**src/core/uc_pkg.sv**
```systemverilog
// constants, types and shared frame arithmetic for the serial core
package uc_pkg;
  // ----------------------------------------------------------------
  // register offsets
  // ----------------------------------------------------------------
  localparam logic [2:0] UC_ADR_DATA = 3'h0;
  localparam logic [2:0] UC_ADR_STAT = 3'h1;
  localparam logic [2:0] UC_ADR_CTRL = 3'h2;
  localparam logic [2:0] UC_ADR_FMT = 3'h3;
  localparam logic [2:0] UC_ADR_BAUDL = 3'h4;
  localparam logic [2:0] UC_ADR_BAUDH = 3'h5;
  localparam logic [2:0] UC_ADR_MODE = 3'h6;
  // ----------------------------------------------------------------
  // field positions
  // ----------------------------------------------------------------
  localparam int UC_C_TXEN = 0;
  localparam int UC_C_RXEN = 1;
  localparam int UC_C_DBL = 2;
  localparam int UC_C_COMPAT = 3;
  localparam int UC_C_TX9 = 4;
  localparam int UC_C_IE_TXC = 5;
  localparam int UC_C_IE_TXE = 6;
  localparam int UC_C_IE_RXC = 7;
  localparam int UC_F_POL = 3;
  localparam int UC_F_ODD = 4;
  localparam int UC_F_PAR = 5;
  localparam int UC_F_STOP2 = 6;
  localparam int UC_F_SYNC = 7;
  localparam int UC_S_TXC = 4;
  localparam int UC_M_MASTER = 0;
  localparam int UC_E_FE = 9;
  localparam int UC_E_DOR = 10;
  localparam int UC_E_PE = 11;
  // ----------------------------------------------------------------
  // reset values and counts
  // ----------------------------------------------------------------
  localparam logic [7:0] UC_CTRL_RST = 8'h00;
  localparam logic [7:0] UC_FMT_RST = 8'h03;
  localparam logic [7:0] UC_MODE_RST = 8'h00;
  localparam logic [11:0] UC_BAUD_RST = 12'h000;
  localparam logic [2:0] UC_SIZE_9 = 3'h7;
  localparam logic [3:0] UC_NORM_LAST = 4'hF;
  localparam logic [3:0] UC_NORM_MID = 4'h7;
  localparam logic [3:0] UC_DBL_LAST = 4'h7;
  localparam logic [3:0] UC_DBL_MID = 4'h3;
  localparam logic [1:0] UC_DEPTH = 2'h2;
  localparam logic [1:0] UC_DEPTH_COMPAT = 2'h1;

  typedef enum logic [1:0] {UC_RX_IDLE, UC_RX_START, UC_RX_DATA} uc_rx_t;

  // size code to data bit count: 0..3 give 5..8, 7 gives 9, rest 8
  function automatic logic [3:0] uc_char_len(input logic [2:0] code);
    if (code == UC_SIZE_9)
      return 4'h9;
    if (code <= 3'h3)
      return 4'h5 + {1'b0, code};
    return 4'h8;
  endfunction

  function automatic logic [8:0] uc_mask(input logic [3:0] len);
    logic [8:0] m;
    m = 9'h000;
    for (int i = 0; i < 9; i++)
      if (i < int'(len))
        m[i] = 1'b1;
    return m;
  endfunction

  // parity bit to send, or to expect, for the given sense
  function automatic logic uc_parity(input logic [8:0] d,
                                     input logic [3:0] len,
                                     input logic odd);
    return (^(d & uc_mask(len))) ^ odd;
  endfunction
endpackage

```
**src/core/uc_core.sv**
```systemverilog
// serial transmitter/receiver core with baud generator and register port
`timescale 1ns/1ns
// Summary of operation
// - one buffered transmit character besides the shifting one, no gap.
// - receive shift register feeds a two-entry buffer read via data.
// - flag framing error, overrun and parity mismatch per character.
// - receiver accepts exactly the transmitter's frame formats.
// - transfer clock pin used only in synchronous mode, else undriven.
// - slave clock is synchronised; other modes use the baud generator.
// - five to nine data bits, one or two stop bits.
// - generate odd or even parity on send, check it on receive.
// - three requests: send complete, buffer empty, receive complete.
// - legacy mode keeps only one receive buffer level.
// - digital low-pass on receive line, false start bits rejected.
// - send and receive run at once on separate shift registers.
// - recovery units only for asynchronous receive; sync uses clock.
// - synchronous mode drives the clock as master or follows as slave.
// - double speed halves the bit period, asynchronous only.
// - start bit, data LSB first, parity, stops; line idles high.
// - baud down-counter reloads at zero or on low divisor write.
// - polarity zero changes data on rising edge, samples on falling.
// - framing, overrun and ninth bit stored with each buffered entry.
module uc_core (
  input wire logic sys_clk,
  input wire logic rstn,
  input wire logic [2:0] addr,
  input wire logic [7:0] wdata,
  input wire logic wr,
  input wire logic rd,
  output logic [7:0] rdata,
  input wire logic rxd,
  output logic txd,
  input wire logic transfer_clock_pin_in,
  output logic transfer_clock_pin_out,
  output logic transfer_clock_pin_oe,
  output logic irq_tx_complete,
  output logic irq_tx_empty,
  output logic irq_rx_complete
);
  typedef struct packed {
    logic [7:0] ctl;
    logic [7:0] fmt;
    logic [7:0] mode;
    logic [11:0] baud;
    logic [11:0] brg;
    logic xck_o;
    logic xck_oe;
    logic xs1;
    logic xs2;
    logic xs3;
    logic [8:0] tx_buf;
    logic tx_full;
    logic [12:0] tx_sh;
    logic [3:0] tx_cnt;
    logic [3:0] tx_tick;
    logic tx_busy;
    logic txd;
    logic tx_done;
    uc_pkg::uc_rx_t rx_st;
    logic [3:0] rx_tick;
    logic [3:0] rx_cnt;
    logic [11:0] rx_sh;
    logic [2:0] rx_samp;
    logic [1:0][11:0] mem;
    logic wp;
    logic rp;
    logic [1:0] fcnt;
    logic ovr;
    logic [7:0] rdata;
    logic irq_txc;
    logic irq_txe;
    logic irq_rxc;
  } uc_state_t;

  uc_state_t s;
  uc_state_t n;

  // ----------------------------------------------------------------
  // mode decode and timing strobes
  // ----------------------------------------------------------------
  logic sync_mode, master, pol, dbl, tick, rise_e, fall_e, chg_e, smp_e;
  logic tx_stb, tx_load, rx_line, pop, rx_fin;
  logic [3:0] bit_last, bit_mid, clen, flen;
  logic [1:0] depth;
  logic [11:0] head;

  assign sync_mode = s.fmt[uc_pkg::UC_F_SYNC];
  assign master = s.mode[uc_pkg::UC_M_MASTER];
  assign pol = s.fmt[uc_pkg::UC_F_POL];
  // double speed only counts in asynchronous mode
  assign dbl = s.ctl[uc_pkg::UC_C_DBL] && !sync_mode;
  assign bit_last = dbl ? uc_pkg::UC_DBL_LAST : uc_pkg::UC_NORM_LAST;
  assign bit_mid = dbl ? uc_pkg::UC_DBL_MID : uc_pkg::UC_NORM_MID;
  assign tick = s.brg == 12'h000;
  // master edges come from our own toggle, slave edges from the
  // synchronised pin; xs1 feeds only xs2 to keep metastability out
  assign rise_e = master ? (tick && !s.xck_o) : (s.xs2 && !s.xs3);
  assign fall_e = master ? (tick && s.xck_o) : (!s.xs2 && s.xs3);
  assign chg_e = pol ? fall_e : rise_e;
  assign smp_e = pol ? rise_e : fall_e;
  assign tx_stb = sync_mode ? chg_e : (tick && s.tx_tick == bit_last);
  // same length decode serves both directions so formats match
  assign clen = uc_pkg::uc_char_len(s.fmt[2:0]);
  assign flen = 4'h2 + clen + {3'h0, s.fmt[uc_pkg::UC_F_PAR]}
              + {3'h0, s.fmt[uc_pkg::UC_F_STOP2]};
  assign tx_load = tx_stb && !(s.tx_busy && s.tx_cnt != 4'h0)
                 && s.tx_full && s.ctl[uc_pkg::UC_C_TXEN];
  // majority of three baud samples is the low-pass filter
  assign rx_line = sync_mode ? rxd
                 : ((s.rx_samp[0] & s.rx_samp[1]) | (s.rx_samp[1] &
                    s.rx_samp[2]) | (s.rx_samp[0] & s.rx_samp[2]));
  assign depth = s.ctl[uc_pkg::UC_C_COMPAT] ? uc_pkg::UC_DEPTH_COMPAT
               : uc_pkg::UC_DEPTH;
  assign pop = rd && addr == uc_pkg::UC_ADR_DATA && s.fcnt != 2'h0;
  assign head = s.mem[s.rp];

  // ----------------------------------------------------------------
  // next state
  // ----------------------------------------------------------------
  always_comb
  begin
    logic [12:0] frame;
    logic [11:0] word;
    logic [8:0] rdat;
    logic rstb, fe, pe, push;
    logic [1:0] cnt_after;
    frame = 13'h1FFF;
    word = s.rx_sh;
    rdat = 9'h000;
    rstb = 1'b0;
    fe = 1'b0;
    pe = 1'b0;
    push = 1'b0;
    cnt_after = s.fcnt - {1'b0, pop};
    rx_fin = 1'b0;
    n = s;
    // register writes; status write of one clears send complete
    if (wr)
    begin
      unique case (addr)
        uc_pkg::UC_ADR_STAT: if (wdata[uc_pkg::UC_S_TXC]) n.tx_done = 1'b0;
        uc_pkg::UC_ADR_CTRL: n.ctl = wdata;
        uc_pkg::UC_ADR_FMT: n.fmt = wdata;
        uc_pkg::UC_ADR_MODE: n.mode = wdata;
        uc_pkg::UC_ADR_BAUDL: n.baud[7:0] = wdata;
        uc_pkg::UC_ADR_BAUDH: n.baud[11:8] = wdata[3:0];
        default: n.ctl = s.ctl;
      endcase
    end
    // baud down-counter; a low write restarts it with the new value
    if (wr && addr == uc_pkg::UC_ADR_BAUDL)
      n.brg = {s.baud[11:8], wdata};
    else if (tick)
      n.brg = s.baud;
    else
      n.brg = s.brg - 12'h001;
    // transfer clock: driven only as synchronous master
    n.xck_oe = sync_mode && master;
    if (sync_mode && master)
    begin
      if (tick)
        n.xck_o = !s.xck_o;
    end
    else
      n.xck_o = pol;
    n.xs1 = transfer_clock_pin_in;
    n.xs2 = s.xs1;
    n.xs3 = s.xs2;
    // send bit clock divider, 16 or 8 baud ticks per bit
    if (tick)
      n.tx_tick = (s.tx_tick == bit_last) ? 4'h0 : s.tx_tick + 4'h1;
    // ----------------------------------------------------------------
    // transmitter
    // ----------------------------------------------------------------
    if (tx_stb)
    begin
      if (s.tx_busy && s.tx_cnt != 4'h0)
      begin
        n.txd = s.tx_sh[0];
        n.tx_sh = {1'b1, s.tx_sh[12:1]};
        n.tx_cnt = s.tx_cnt - 4'h1;
      end
      else if (tx_load)
      begin
        frame[0] = 1'b0;
        for (int i = 0; i < 9; i++)
          if (i < int'(clen))
            frame[i + 1] = s.tx_buf[i];
        if (s.fmt[uc_pkg::UC_F_PAR])
          frame[clen + 4'h1] = uc_pkg::uc_parity(s.tx_buf, clen,
                                 s.fmt[uc_pkg::UC_F_ODD]);
        n.txd = frame[0];
        n.tx_sh = {1'b1, frame[12:1]};
        n.tx_cnt = flen - 4'h1;
        n.tx_busy = 1'b1;
        n.tx_full = 1'b0;
      end
      else
      begin
        if (s.tx_busy)
          n.tx_done = 1'b1;
        n.tx_busy = 1'b0;
        n.txd = 1'b1;
      end
    end
    // a write is taken only while the buffer is free
    if (wr && addr == uc_pkg::UC_ADR_DATA && !s.tx_full)
    begin
      n.tx_buf = {s.ctl[uc_pkg::UC_C_TX9], wdata};
      n.tx_full = 1'b1;
    end
    // ----------------------------------------------------------------
    // receiver, independent of the send path
    // ----------------------------------------------------------------
    if (!sync_mode && tick)
      n.rx_samp = {s.rx_samp[1:0], rxd};
    unique case (s.rx_st)
      uc_pkg::UC_RX_IDLE:
      begin
        if (s.ctl[uc_pkg::UC_C_RXEN])
        begin
          if (sync_mode)
          begin
            if (smp_e && !rxd)
            begin
              n.rx_st = uc_pkg::UC_RX_DATA;
              n.rx_cnt = 4'h0;
            end
          end
          else if (tick && !rx_line)
          begin
            n.rx_st = uc_pkg::UC_RX_START;
            n.rx_tick = 4'h0;
          end
        end
      end
      uc_pkg::UC_RX_START:
      begin
        if (tick)
        begin
          if (s.rx_tick != bit_mid)
            n.rx_tick = s.rx_tick + 4'h1;
          else if (rx_line)
            n.rx_st = uc_pkg::UC_RX_IDLE;
          else
          begin
            n.rx_st = uc_pkg::UC_RX_DATA;
            n.rx_tick = 4'h0;
            n.rx_cnt = 4'h0;
          end
        end
      end
      uc_pkg::UC_RX_DATA:
      begin
        if (sync_mode)
          rstb = smp_e;
        else if (tick)
        begin
          rstb = s.rx_tick == bit_last;
          n.rx_tick = rstb ? 4'h0 : s.rx_tick + 4'h1;
        end
        if (rstb)
        begin
          word[s.rx_cnt] = rx_line;
          n.rx_sh = word;
          n.rx_cnt = s.rx_cnt + 4'h1;
          // only the first stop bit is checked
          if (s.rx_cnt == clen + {3'h0, s.fmt[uc_pkg::UC_F_PAR]})
          begin
            rx_fin = 1'b1;
            n.rx_st = uc_pkg::UC_RX_IDLE;
          end
        end
      end
      default: n.rx_st = uc_pkg::UC_RX_IDLE;
    endcase
    if (!s.ctl[uc_pkg::UC_C_RXEN])
      n.rx_st = uc_pkg::UC_RX_IDLE;
    // ----------------------------------------------------------------
    // receive buffer; errors travel with their character
    // ----------------------------------------------------------------
    rdat = word[8:0] & uc_pkg::uc_mask(clen);
    fe = !rx_line;
    pe = s.fmt[uc_pkg::UC_F_PAR] && (word[clen] != uc_pkg::uc_parity(
           rdat, clen, s.fmt[uc_pkg::UC_F_ODD]));
    if (pop)
      n.rp = !s.rp;
    if (rx_fin)
    begin
      if (cnt_after < depth)
      begin
        n.mem[s.wp] = {pe, s.ovr, fe, rdat};
        n.wp = !s.wp;
        n.ovr = 1'b0;
        push = 1'b1;
      end
      else
        n.ovr = 1'b1;
    end
    n.fcnt = cnt_after + {1'b0, push};
    // read data stand only in the cycle after the strobe
    n.rdata = 8'h00;
    if (rd && addr == uc_pkg::UC_ADR_DATA)
      n.rdata = head[7:0];
    else if (rd && addr == uc_pkg::UC_ADR_STAT)
      n.rdata = {1'b0, head[8] && s.fcnt != 2'h0, s.fcnt != 2'h0,
                 s.tx_done, !s.tx_full,
                 s.fcnt != 2'h0 ? {head[uc_pkg::UC_E_FE],
                 head[uc_pkg::UC_E_DOR], head[uc_pkg::UC_E_PE]}
                 : 3'h0};
    else if (rd && addr == uc_pkg::UC_ADR_CTRL)
      n.rdata = s.ctl;
    else if (rd && addr == uc_pkg::UC_ADR_FMT)
      n.rdata = s.fmt;
    else if (rd && addr == uc_pkg::UC_ADR_MODE)
      n.rdata = s.mode;
    else if (rd && addr == uc_pkg::UC_ADR_BAUDL)
      n.rdata = s.baud[7:0];
    else if (rd && addr == uc_pkg::UC_ADR_BAUDH)
      n.rdata = {4'h0, s.baud[11:8]};
    // requests follow next-state flags so they leave with them
    n.irq_txc = n.tx_done && n.ctl[uc_pkg::UC_C_IE_TXC];
    n.irq_txe = !n.tx_full && n.ctl[uc_pkg::UC_C_IE_TXE];
    n.irq_rxc = n.fcnt != 2'h0 && n.ctl[uc_pkg::UC_C_IE_RXC];
  end

  // state register
  always_ff @(posedge sys_clk or negedge rstn)
  begin
    if (!rstn)
    begin
      s <= '0;
      s.ctl <= uc_pkg::UC_CTRL_RST;
      s.fmt <= uc_pkg::UC_FMT_RST;
      s.mode <= uc_pkg::UC_MODE_RST;
      s.baud <= uc_pkg::UC_BAUD_RST;
      s.txd <= 1'b1;
      s.rx_samp <= 3'h7;
      s.rx_st <= uc_pkg::UC_RX_IDLE;
    end
    else
      s <= n;
  end

  assign rdata = s.rdata;
  assign txd = s.txd;
  assign transfer_clock_pin_out = s.xck_o;
  assign transfer_clock_pin_oe = s.xck_oe;
  assign irq_tx_complete = s.irq_txc;
  assign irq_tx_empty = s.irq_txe;
  assign irq_rx_complete = s.irq_rxc;
endmodule

```
**config.mk**
```make
export PLATFORM = sky130hd
export DESIGN_NAME = uc_core
export DESIGN_NICKNAME = d
export VERILOG_FILES = /design/src/core/uc_pkg.sv /design/src/core/uc_core.sv
export SDC_FILE = /design/constraint.sdc
export NUM_CORES = 1
export LEC_CHECK = 0
export ABC_CLOCK_PERIOD_IN_PS = 4450
export BUFFER_PORTS_ARGS = -buffer_cell sky130_fd_sc_hd__buf_2
export CAP_MARGIN = 20
export CORE_ASPECT_RATIO = 0.6
export CORE_MARGIN = 4
export CORE_UTILIZATION = 62
export DETAILED_ROUTE_END_ITERATION = 10
export PLACE_DENSITY = 0.78
export SLEW_MARGIN = 5
export SYNTH_ARGS = -nofsm -noshare
export SYNTH_HDL_FRONTEND = slang
export SYNTH_SLANG_ARGS = --single-unit
```
**constraint.sdc**
```tcl
create_clock -name sys_clk -period 4.45 [get_ports sys_clk]
set_clock_uncertainty 0.1 [all_clocks]
set_input_delay 0.6675 -clock sys_clk [delete_from_list [all_inputs] [get_ports sys_clk]]
set_output_delay 0.6675 -clock sys_clk [all_outputs]
set_load 0.02 [all_outputs]
```
==> summary by stage, run 1 <==
Run status
The run finished with clean final reports.

CTS
The largest buffer count on any clock path is 2. At the later pin of the worst-skew pair, clock insertion delay measures 430 ps. Clock tree synthesis selected as its root buffer the cell sky130_fd_sc_hd__clkbuf_16.

Clock tree synthesis inserted a total of 17 buffers. The number of levels the H-tree was split into is 4. Clock-pin slew was measured on the worst setup and hold paths at 70 ps. TritonCTS built the clock tree. The clock net in this run drives a total of 151 sinks.

Critical path
Along the worst path, the maximum fanout reaches 19. At the worst endpoint, the required time is 4660 ps. The critical path in this run is classified as reg2reg.

STA puts the critical path data arrival time at 4410 ps. The kind of capture point of the worst setup path is a flip-flop. STA classifies the critical path startpoint as a flip-flop.

Synthesis
When the netlist entered floorplanning its net count stood at 872. In this run the cell area of the synthesized design comes to 8220 sq um. A synthesized cell averages 9.86 sq um.

For this run, the leading register cell type out of synthesis is sky130_fd_sc_hd__dfrtp_1. The number of unique standard cell types used by synthesis is 75. Of all flip-flops after synthesis, the portion carrying an async set or reset was 1.00.

Synthesis produced 833 cells. The synthesized design contains 151 register bits. Counting flops with a built-in enable in the synthesized netlist gives 0.

The count of warnings emitted by yosys is 0. The sequential cell area fraction in the yosys report is 0.461.

Power and ir drop
The leakage power figure is 4.19 nW. The completed layout was analyzed and its total power is 5.25 mW. The worst-case IR drop observed on VDD is 280 uV. Dividing total power by cell area gives a power density of 574 nW/um^2.

Die
The area of the core is 12900 sq um. The number of ports placed on the die boundary is 31. The standard-cell row count is 32. Measured along the y axis, the die boundary spans 97.2 um.

The effective utilization at floorplan is 0.637. The die width is 157 um. The area of the die is 15200 sq um.

Layout
For this run, the post-layout net count is 898. The library cells used most frequently in the layout, excluding fill and tap cells, are 145 x sky130_fd_sc_hd__dfrtp_1, 115 x sky130_fd_sc_hd__nand2_1, 67 x sky130_fd_sc_hd__o21ai_0, 54 x sky130_fd_sc_hd__nor2_1, 50 x sky130_fd_sc_hd__mux2_2. Relative to the synthesized area, the layout overhead comes to 11.5%. Leaving out fill and tap cells, the most frequent cell in the layout is sky130_fd_sc_hd__dfrtp_1. At the end of the flow the core is filled with cells to 0.710. The number of filler instances in the final layout is 952.

The proportion of layout cells with a drive suffix above 1 is 0.179.

Placed design
During placement, the flow inserted port buffers numbering 30. Detailed placement finished with a half-perimeter wire length of 16500 um. At the end of routability-driven placement, the weighted congestion stood at 0.999.

Global route
The sum of overflow across all layers after global routing is 0. For met1 alone, demand over resource in global routing was 0.482. Entering global routing, the biggest net connects 78 pins. The via count of the first global-routing pass is 6529. The layer carrying the most global-route usage is met1. The initial antenna violation count is 0. In the global route stage, met2 resource usage came out at 0.426.

For this run, global-route usage on met3 was measured as 0.103. The global-route usage over all layers is 0.312. The first global-routing pass estimated 36800 um of wire.

Drt
In the routed layout, each cell is associated on average with a via count of 6.38. The via total after detailed routing is 6652. The first-iteration detailed-routing DRC count is 715.

The number of search-and-repair iterations in the first detailed-routing pass is 5. For this block, the routed nets add up to 22800 um of wire. The count of nets left with antenna violations once routing finished came out at 0. The number of remaining DRC errors is 0.

In the final routed layout, each cell accounts on average for 21.8 um.

Timing
The maximum operating frequency is 238 MHz. The relative max-transition margin is 0.301. Setup repair after global routing left no endpoint under its margin. The total count of max-transition violations in the final report was 0. For the pin with the worst max-slew slack, the measured transition is 1040 ps.

The number of failing setup endpoints in the final timing report is 0. Adding up every negative setup slack in the final design gives 0 ps. After layout, the minimum clock period comes to 4200 ps. The count of final hold-check violations is 0. Of the available clock period, the critical path in the final layout requires 0.944.

Flow run
The reported max-cap violation count is 0.

Min path
The worst hold-check path type is in2async.
[Yosys cell counts, types with 5 or more instances]
cell                       number  area (sq um)
sky130_fd_sc_hd__buf_4          9          67.6
sky130_fd_sc_hd__a22oi_1       12          90.1
sky130_fd_sc_hd__nor4_1         9          56.3
sky130_fd_sc_hd__nor3_1        21           105
sky130_fd_sc_hd__nand3_1       17          85.1
sky130_fd_sc_hd__ha_1          21           263
sky130_fd_sc_hd__inv_1         34           128
sky130_fd_sc_hd__clkbuf_1      24          90.1
sky130_fd_sc_hd__a21oi_1       45           225
sky130_fd_sc_hd__o22ai_1       10          62.6
sky130_fd_sc_hd__nand2_1      116           435
sky130_fd_sc_hd__mux2i_1       25           250
sky130_fd_sc_hd__mux2_2        50           563
sky130_fd_sc_hd__o31ai_1       12          90.1
sky130_fd_sc_hd__o211ai_1       5          37.5
sky130_fd_sc_hd__nor2b_1        6          37.5
sky130_fd_sc_hd__xor2_1        19           166
sky130_fd_sc_hd__o21ai_0       67           335
sky130_fd_sc_hd__xnor2_1       18           158
sky130_fd_sc_hd__a22o_1         9          78.8
sky130_fd_sc_hd__and2_1         6          37.5
sky130_fd_sc_hd__nor2_1        54           203
sky130_fd_sc_hd__a21o_1         8          60.1
sky130_fd_sc_hd__dfrtp_1      145          3630
sky130_fd_sc_hd__dfstp_2        6           158
[what timing repair did]
action	CTS	global route
resized for setup	0	2
hold buffers	0	0
setup endpoints to repair	0	4
buffers inserted	0	0
[worst max-delay path, stage by stage (launching register included)]
cell and delay, ps:
sky130_fd_sc_hd__dfrtp_1 400, sky130_fd_sc_hd__inv_1 60, sky130_fd_sc_hd__ha_1 170, sky130_fd_sc_hd__nor3b_2 380, sky130_fd_sc_hd__and4b_1 430, sky130_fd_sc_hd__buf_4 330, sky130_fd_sc_hd__and4_1 290, sky130_fd_sc_hd__inv_1 50
sky130_fd_sc_hd__o21ai_0 620, sky130_fd_sc_hd__and2_1 320, sky130_fd_sc_hd__nand3_1 170, sky130_fd_sc_hd__a21bo_2 380, sky130_fd_sc_hd__a221o_1 380
[path summary, 6_finish.rpt]
path                       slack (ps)       end                   from  depth (start not counted)
setup / recovery                  250     s[74]                 s[104]                         12
min in group sys_clk              240    n[100]  transfer_clock_pin_in                          1
hold reg to reg                   260     n[99]                 n[100]                          0
max in group asynchronous        3090    s[136]                   rstn                          2
setup reg to reg                  250     s[74]                 s[104]                         12
hold / removal                    160  rdata[6]                   rstn                          1
[through the flow]
step                worst slack (ps)  instance area (sq um)  hold WS, ps  std cells
floorplan                       1030                   8220          231        833
CTS                              322                   9140          192       1041
global route                     136                   9160          226       1042
finish                           247                   9160          164       1043
detailed placement               369                   8520          244       1009
global placement                 493                   8520          234       1009
[where the power goes]
group | total [mW] | leakage [nW] | internal [mW] | switching [mW]
logic | 1.65 | 1.98 | 0.681 | 0.972
registers | 2.04 | 1.91 | 1.69 | 0.357
clock network | 1.56 | 0.303 | 0.916 | 0.643
total | 5.25 | 4.19 | 3.28 | 1.97
[final cells by class]
| type | count | area (sq um) | share of cell area |
|---|---|---|---|
| Clock buffer | 18 | 439 | 0.0480 |
| Multi-Input combinational cell | 604 | 4090 | 0.447 |
| Timing Repair Buffer | 50 | 307 | 0.0335 |
| Antenna cell | 1 | 2.50 | 0.000273 |
| Inverter | 35 | 131 | 0.0143 |
| Clock inverter | 14 | 185 | 0.0202 |
| Sequential cell | 151 | 3790 | 0.413 |
| Tap cell | 170 | 213 | 0.0232 |
[routing by layer]
metal	share of wire	vias up
met4	0.013	0
li1	-	3024
met2	0.42	325
met5	0	-
met1	0.47	3265
met3	0.10	38
[registers in the layout (all words and copies together), names as in the netlist]
register and cells:
irq_rx_complete 1, irq_tx_complete 1, irq_tx_empty 1, master 1
n 2, pol 1, rdata 8, s 133
transfer_clock_pin_oe 1, transfer_clock_pin_out 1, txd 1
[kinds of logic after synthesis]
family / Yosys count / share of synthesized area
buffers and inverters: 78 / 0.0422
multiplexers: 76 / 0.102
AND/OR/NAND/NOR: 260 / 0.150
adder cells (fa/ha/maj): 22 / 0.0344
AO/OA/AOI/OAI: 206 / 0.163
XOR/XNOR: 40 / 0.0478
flip-flops: 151 / 0.461
(Power assumes the default switching activity.)
==> inputs of run 2 (changes only) <==
--- a/config.mk
+++ b/config.mk
@@ -5,12 +5,14 @@
 export SDC_FILE = /design/constraint.sdc
 export NUM_CORES = 1
 export LEC_CHECK = 0
-export ABC_CLOCK_PERIOD_IN_PS = 4450
+export ABC_CLOCK_PERIOD_IN_PS = 4100
 export BUFFER_PORTS_ARGS = -buffer_cell sky130_fd_sc_hd__buf_2
 export CAP_MARGIN = 20
+export CELL_PAD_IN_SITES_DETAIL_PLACEMENT = 1
+export CELL_PAD_IN_SITES_GLOBAL_PLACEMENT = 2
 export CORE_ASPECT_RATIO = 0.6
 export CORE_MARGIN = 4
-export CORE_UTILIZATION = 62
+export CORE_UTILIZATION = 41
 export DETAILED_ROUTE_END_ITERATION = 10
 export PLACE_DENSITY = 0.78
 export SLEW_MARGIN = 5
==> constraint.sdc (replaced) <==
create_clock -name sys_clk -period 4.1 [get_ports sys_clk]
set_clock_uncertainty 0.1 [all_clocks]
set_input_delay 0.615 -clock sys_clk [delete_from_list [all_inputs] [get_ports sys_clk]]
set_output_delay 0.615 -clock sys_clk [all_outputs]
set_load 0.02 [all_outputs]
==> summary by stage, run 2 (synthesized netlist as in run 1, its figures left out) <==
Run status
The flow ran to the end, and the final reports show no timing, DRC or antenna violations.

Placed design
The number of I/O port buffers is 30 (unchanged). The total instance count after detailed placement is 1118 (+11%). The detailed placer's ending HPWL came to 19300 um (+17%). The routability congestion estimate is 0.929 (-7.0%).

Global route
The global-route usage over all layers is 0.233 (-0.0792). The initial antenna violation count is 0 (unchanged). The global-route wire length before repair is 40400 um (+9.8%). The sum of overflow across all layers after global routing came to 0 (unchanged).

The largest net degree at the start of global routing is 74 (-5.1%). The via count of the first global-routing pass came to 6759 (+3.5%).

Timing
The final period demand of the worst path was 3920 ps (-278 ps). The maximum operating frequency is 255 MHz (+7.1%). The total count of max-transition violations in the final report was 0 (unchanged).

The number of failing setup endpoints in the final timing report is 0 (unchanged). The total negative slack for setup checks came to 0 ps (unchanged). The relative max-transition margin is 0.409 (+0.108). The smallest hold slack is 84.5 ps (-79.5 ps).

The ratio of final minimum period to clock period is 0.957 (+0.0127). The slew at the pin closest to its max-slew limit is 880 ps (-165 ps). The count of final hold-check violations is 0 (unchanged). Setup repair after global routing left no endpoint under its margin.

Critical path
The required time at the worst-slack endpoint is 4330 ps (-330 ps). The worst path arrival time is 4150 ps (-260 ps). The top fanout value on the critical path is 13 (-6). The element type at the critical path start is a flip-flop. STA classifies the critical path endpoint as a flip-flop. The type of the setup path with the least slack is reg2reg.

Die
The die width came to 191 um (+22%). The standard-cell row count is 39 (+22%). The number of ports placed on the die boundary was 31 (unchanged).

The effective utilization at floorplan was 0.425 (-0.212). The area of the die is 22400 sq um (+47%). The area of the core is 19300 sq um (+50%).

The y dimension of the die was 118 um (+21%).

Power and ir drop
The proportion of power drawn by flip-flops and latches is 0.390 (about the same). The part of the total power dissipated in combinational logic is 0.337 (+0.022). The switching component of the power is 2.27 mW (+15%).

The net switching share of the total power came to 0.398 (+0.0227). The clock network fraction of total power is 0.274 (-0.023). The worst-case vdd ir drop is 350 uV (+25%).

The power density over cell area came to 611 nW/um^2 (+6.5%). The internal power of the cells is 3.43 mW (+4.5%). The leakage power figure is 4.24 nW (+1.0%). The final total power is 5.70 mW (+8.5%).

CTS
The cell chosen for the clock root is sky130_fd_sc_hd__clkbuf_16. The number of levels the H-tree was split into is 4 (unchanged). The number of buffers inserted during clock tree synthesis is 17 (unchanged).

The largest buffer count on any clock path came to 2 (unchanged). The clock sink total came to 151 (unchanged). The clock transition at the registers of the reported paths came to 70 ps (about the same).

The number of buffers inserted to repair setup after CTS is 0 (unchanged). The worst-skew pair later-pin latency is 440 ps (about the same). The TritonCTS clock tree is done.

Layout
The utilization after layout is 0.482 (-0.228). The library cell used most frequently in the layout, excluding fill and tap cells, is sky130_fd_sc_hd__dfrtp_1. The flip-flop count of the largest register, all copies and words added is 133 (unchanged).

From synthesis to final layout, the design area changed by 13.5%. The count of non-filler cells in the finished layout is 1151 (+10%). The top cell types in the final layout, fill and taps aside, are 145 x sky130_fd_sc_hd__dfrtp_1, 116 x sky130_fd_sc_hd__nand2_1, 65 x sky130_fd_sc_hd__o21ai_0, 54 x sky130_fd_sc_hd__nor2_1, 50 x sky130_fd_sc_hd__mux2_2. The proportion of layout cells with a drive suffix above 1 is 0.190 (+0.0111). The register with the most flip-flops is s. The final layout net count is 910 (+1.3%).

Drt
The routed via count divided by cell count came to 5.79 (-9.2%). The number of remaining DRC errors is 0 (unchanged). The first-iteration detailed-routing DRC count is 551 (-23%). The via total after detailed routing came to 6664 (+0.18%). The total wire length after detailed routing is 25600 um (+12%).

The mean routed wirelength per cell is 22.2 um (+1.7%). The number of search-and-repair iterations in the first detailed-routing pass is 5 (unchanged). The number of nets with antenna violations after detailed routing is 0 (unchanged).

Flow run
The reported max-cap violation count is 0 (unchanged).

Min path
The worst hold path belongs to the class in2async.
run 2: layout make-up:
cell class	count	area, sq um
diodes	1	2.50
clock buffers	18	439
clock inverters	14	130
fillers	2203	10000
inverters	35	131
multi-input cells	604	4100
flip-flops and latches	151	3790
well taps	266	333
repair buffers	62	397
run 2: routing by layer:
layer | vias up | GRT usage | wire length [um] | share of wire
li1 | 3050 | - | - | -
met3 | 25 | 0.0477 | 1450 | 0.057
met2 | 167 | 0.325 | 10800 | 0.42
met1 | 3422 | 0.367 | 13100 | 0.51
met4 | 0 | 0.0552 | 247 | 0.0097
met5 | - | 0 | 0 | 0
run 2: power groups by stage:
| stage | clock, mW | sequential, mW | combinational (mW) |
|---|---|---|---|
| 2_1_floorplan | 0 | 2.09 | 1.31 |
| 3_3_place_gp | 0 | 2.21 | 1.77 |
| 3_5_place_dp | 0 | 2.24 | 1.85 |
| 4_1_cts | 1.59 | 2.21 | 1.86 |
| 5_1_grt | 1.66 | 2.26 | 2.10 |
| 6_report | 1.56 | 2.22 | 1.92 |
run 2: timing repair:
| item | CTS | global route |
|---|---|---|
| endpoints found under the setup margin | 0 | 5 |
| gates resized for setup | 0 | 5 |
| hold buffers | 0 | 0 |
run 2: path summary, 6_finish.rpt:
kind                                       start      to  slack (ps)  cells past startpoint
min in group sys_clk       transfer_clock_pin_in  n[100]         180                      1
min reg2reg                               n[100]   n[99]         310                      0
max in group asynchronous                   rstn     txd        2890                      2
min                                         rstn   s[59]          80                      1
max                                       s[104]   s[39]         180                     12
max reg2reg                               s[104]   s[39]         180                     12
run 2: stage by stage:
step	setup WS, ps	area (sq um)
global route	10.1	9320
floorplan	729	8220
detailed placement	246	8740
CTS	106	9310
global placement	378	8740
finish	176	9320
run 2: worst max-delay path: stages, from the launching register on:
cell and delay, ps:
sky130_fd_sc_hd__dfrtp_1 390, sky130_fd_sc_hd__inv_1 60, sky130_fd_sc_hd__ha_1 190, sky130_fd_sc_hd__nor3b_4 270, sky130_fd_sc_hd__and4b_2 360, sky130_fd_sc_hd__a22oi_4 150, sky130_fd_sc_hd__nor3_1 290, sky130_fd_sc_hd__mux2_2 410
sky130_fd_sc_hd__o211ai_1 230, sky130_fd_sc_hd__xnor3_1 510, sky130_fd_sc_hd__xor3_1 370, sky130_fd_sc_hd__xor2_1 170, sky130_fd_sc_hd__o31ai_1 290
==> inputs of run 3 (changes only) <==
--- a/config.mk
+++ b/config.mk
@@ -6,7 +6,7 @@
 export NUM_CORES = 1
 export LEC_CHECK = 0
 export ABC_CLOCK_PERIOD_IN_PS = 4100
-export BUFFER_PORTS_ARGS = -buffer_cell sky130_fd_sc_hd__buf_2
+export BUFFER_PORTS_ARGS = -buffer_cell sky130_fd_sc_hd__buf_4
 export CAP_MARGIN = 20
 export CELL_PAD_IN_SITES_DETAIL_PLACEMENT = 1
 export CELL_PAD_IN_SITES_GLOBAL_PLACEMENT = 2
@@ -19,3 +19,4 @@
 export SYNTH_ARGS = -nofsm -noshare
 export SYNTH_HDL_FRONTEND = slang
 export SYNTH_SLANG_ARGS = --single-unit
+export TNS_END_PERCENT = 100
==> constraint.sdc (replaced) <==
create_clock -name sys_clk -period 4.1 [get_ports sys_clk]
set_clock_uncertainty 0.1 [all_clocks]
set_input_delay 0.205 -clock sys_clk [delete_from_list [all_inputs] [get_ports sys_clk]]
set_output_delay 0.205 -clock sys_clk [all_outputs]
set_load 0.02 [all_outputs]
==> summary by stage, run 3 (synthesized netlist as in run 1, its figures left out) <==
Run status
The run finished with clean final reports.

Min path
The startpoint of the lowest-slack hold path is rd. The min-delay analysis places its worst path in the category in2reg. The terminating pin of the worst hold path is rdata[3]. Counting instances, the worst hold path has a depth of 3.

Drt
The routed via count divided by cell count came to 5.82 (+0.45%). The via total after detailed routing came to 6752 (+1.3%). The total wire length after detailed routing came to 26300 um (+2.8%). The first-iteration detailed-routing DRC count is 622 (+13%). The number of nets with antenna violations after detailed routing is 0 (unchanged). The number of search-and-repair iterations in the first detailed-routing pass is 5 (unchanged). The number of remaining DRC errors came to 0 (unchanged).

The mean routed wirelength per cell is 22.6 um (+1.9%).

Timing
The maximum operating frequency is 261 MHz (+2.5%). The number of failing setup endpoints in the final timing report is 0 (unchanged). Setup repair after global routing left no endpoint under its margin. The relative max-transition margin is 0.383 (-0.0260).

The count of final hold-check violations came to 0 (unchanged). The ratio of final minimum period to clock period is 0.934 (-0.0235). The total count of max-transition violations in the final report was 0 (unchanged). The slew at the pin closest to its max-slew limit is 926 ps (+45.8 ps). The final period demand of the worst path came to 3830 ps (-96.2 ps). The total negative slack for setup checks is 0 ps (unchanged).

Critical path
The worst setup path is captured at a flip-flop. The required time at the worst-slack endpoint is 4340 ps (about the same). STA classifies the critical path startpoint as a flip-flop. The worst register-to-register path begins at s[104].

The top fanout value on the critical path was 19 (+6). The setup path with the least slack is of type reg2reg. The worst path arrival time is 4070 ps (-80 ps). The worst-case reg-to-reg path depth is 13 (+1).

The worst reg-to-reg setup slack came to 270 ps (+100 ps). The endpoint identified for the worst register-to-register timing path is s[27].

CTS
The number of levels the H-tree was split into is 4 (unchanged). The clock sink total came to 151 (unchanged). The number of buffers inserted to repair setup after CTS came to 0 (unchanged). The clock transition at the registers of the reported paths is 70 ps (about the same). The number of buffers inserted during clock tree synthesis was 17 (unchanged). The TritonCTS clock tree is done. The cell chosen for the clock root is sky130_fd_sc_hd__clkbuf_16. The worst-skew pair later-pin latency came to 440 ps (about the same). The largest buffer count on any clock path is 2 (unchanged).

Power and ir drop
The power density over cell area is 621 nW/um^2 (+1.7%). The worst-case vdd ir drop came to 326 uV (-6.8%). The leakage power figure was 4.34 nW (+2.5%). The final total power is 5.96 mW (+4.7%).

Die
The area of the core is 19300 sq um (unchanged). The standard-cell row count is 39 (unchanged). The die width was 191 um (unchanged). The area of the die is 22400 sq um (unchanged). The effective utilization at floorplan is 0.425 (unchanged).

The number of ports placed on the die boundary is 31 (unchanged). The y dimension of the die is 118 um (unchanged).

Layout
The top cell types in the final layout, fill and taps aside, are 145 x sky130_fd_sc_hd__dfrtp_1, 116 x sky130_fd_sc_hd__nand2_1, 67 x sky130_fd_sc_hd__o21ai_0, 60 x sky130_fd_sc_hd__buf_4, 54 x sky130_fd_sc_hd__nor2_1. The number of filler instances in the final layout was 2144 (-2.7%). The most frequent standard cell in the layout excluding fill and tap cells is sky130_fd_sc_hd__dfrtp_1. The register with the most flip-flops is s. The final layout net count is 920 (+1.1%). The flip-flop count of the largest register, all copies and words added is 133 (unchanged). The proportion of layout cells with a drive suffix above 1 was 0.186 (-0.00436). From synthesis to final layout, the design area changed by 16.8%.

Global route
The largest net degree at the start of global routing came to 97 (+31%). The global-route usage over all layers is 0.239 (+0.00686). The global-route wire length before repair was 41400 um (+2.5%). The sum of overflow across all layers after global routing is 0 (unchanged). The initial antenna violation count came to 0 (unchanged). The via count of the first global-routing pass is 6992 (+3.4%).

Placed design
The routability congestion estimate is 0.881 (-5.2%). The detailed placer's ending HPWL came to 19300 um (about the same). The number of I/O port buffers was 30 (unchanged).

Flow run
The reported max-cap violation count came to 0 (unchanged).
==> run 3: cell count changes in the layout (fill, tap and decap cells not counted), sizes merged <==
cell | before | now
clkbuf | 18 | 20
clkinvlp | 1 | 0
inv | 45 | 39
bufinv | 0 | 5
buf | 62 | 61
dlygate4sd3 | 0 | 11
==> run 3: worst max path at each step <==
stage	cells past startpoint	slack (ps)	end	start
after global placement	13	420	s[27]	s[104]
after detailed placement	13	240	s[27]	s[104]
after CTS	13	210	s[27]	s[104]
final	13	270	s[27]	s[104]
after floorplan	14	800	s[30]	s[137]
after global routing	13	20	s[39]	s[104]
==> run 3: per-layer routing <==
layer  vias to the layer above  share of wire  GRT usage  wire length [um]
met5                         -              0          0                 0
met2                       184           0.43      0.348             11400
met3                        24          0.055     0.0480              1460
met1                      3487           0.50      0.369             13100
li1                       3057              -          -                 -
met4                         0          0.012     0.0507               313
==> run 3: cell type report <==
cell class / instances / area [sq um] / area share
Clock buffer: 20 / 467 / 0.0486
Multi-Input combinational cell: 604 / 4100 / 0.427
Antenna cell: 1 / 2.50 / 0.000261
Inverter: 35 / 131 / 0.0137
Clock inverter: 12 / 210 / 0.0219
Tap cell: 266 / 333 / 0.0347
Timing Repair Buffer: 72 / 572 / 0.0596
Sequential cell: 151 / 3790 / 0.394
==> run 3: through the flow <==
| stage | setup WS [ps] | util | instance area, sq um | instances | hold WS (ps) |
|---|---|---|---|---|---|
| CTS | 208 | 0.495 | 9570 | 1158 | 12.5 |
| global route | 17.3 | 0.497 | 9600 | 1160 | 116 |
| floorplan | 805 | - | 8220 | 833 | -191 |
| detailed placement | 239 | 0.455 | 8790 | 1116 | 219 |
| finish | 272 | 0.497 | 9600 | 1161 | 85.2 |
| global placement | 424 | 0.455 | 8790 | 1116 | 216 |
==> run 3: worst max-delay path, cell delays in order, from the launching register on <==
cell and delay, ps:
sky130_fd_sc_hd__dfrtp_1 390, sky130_fd_sc_hd__inv_1 60, sky130_fd_sc_hd__ha_1 180, sky130_fd_sc_hd__nor3b_4 270, sky130_fd_sc_hd__and4b_2 350, sky130_fd_sc_hd__a22oi_4 90
sky130_fd_sc_hd__buf_4 220, sky130_fd_sc_hd__nor4_1 300, sky130_fd_sc_hd__mux2_2 430, sky130_fd_sc_hd__o21ai_0 210, sky130_fd_sc_hd__xnor3_1 500, sky130_fd_sc_hd__xor3_1 210
sky130_fd_sc_hd__xor2_1 180, sky130_fd_sc_hd__o31ai_1 220
==> run 3: repair_timing <==
item / CTS / global route
endpoints found under the setup margin: 0 / 2
resized for setup: 0 / 2
hold buffers: 10 / 1
hold endpoints to repair: 128 / 1
==> run 3: power breakdown <==
group	leakage [nW]	switching [mW]	internal, mW	total [mW]
combinational	2.09	1.10	0.788	1.89
sequential	1.91	0.407	1.83	2.24
clock	0.334	0.694	1.14	1.83
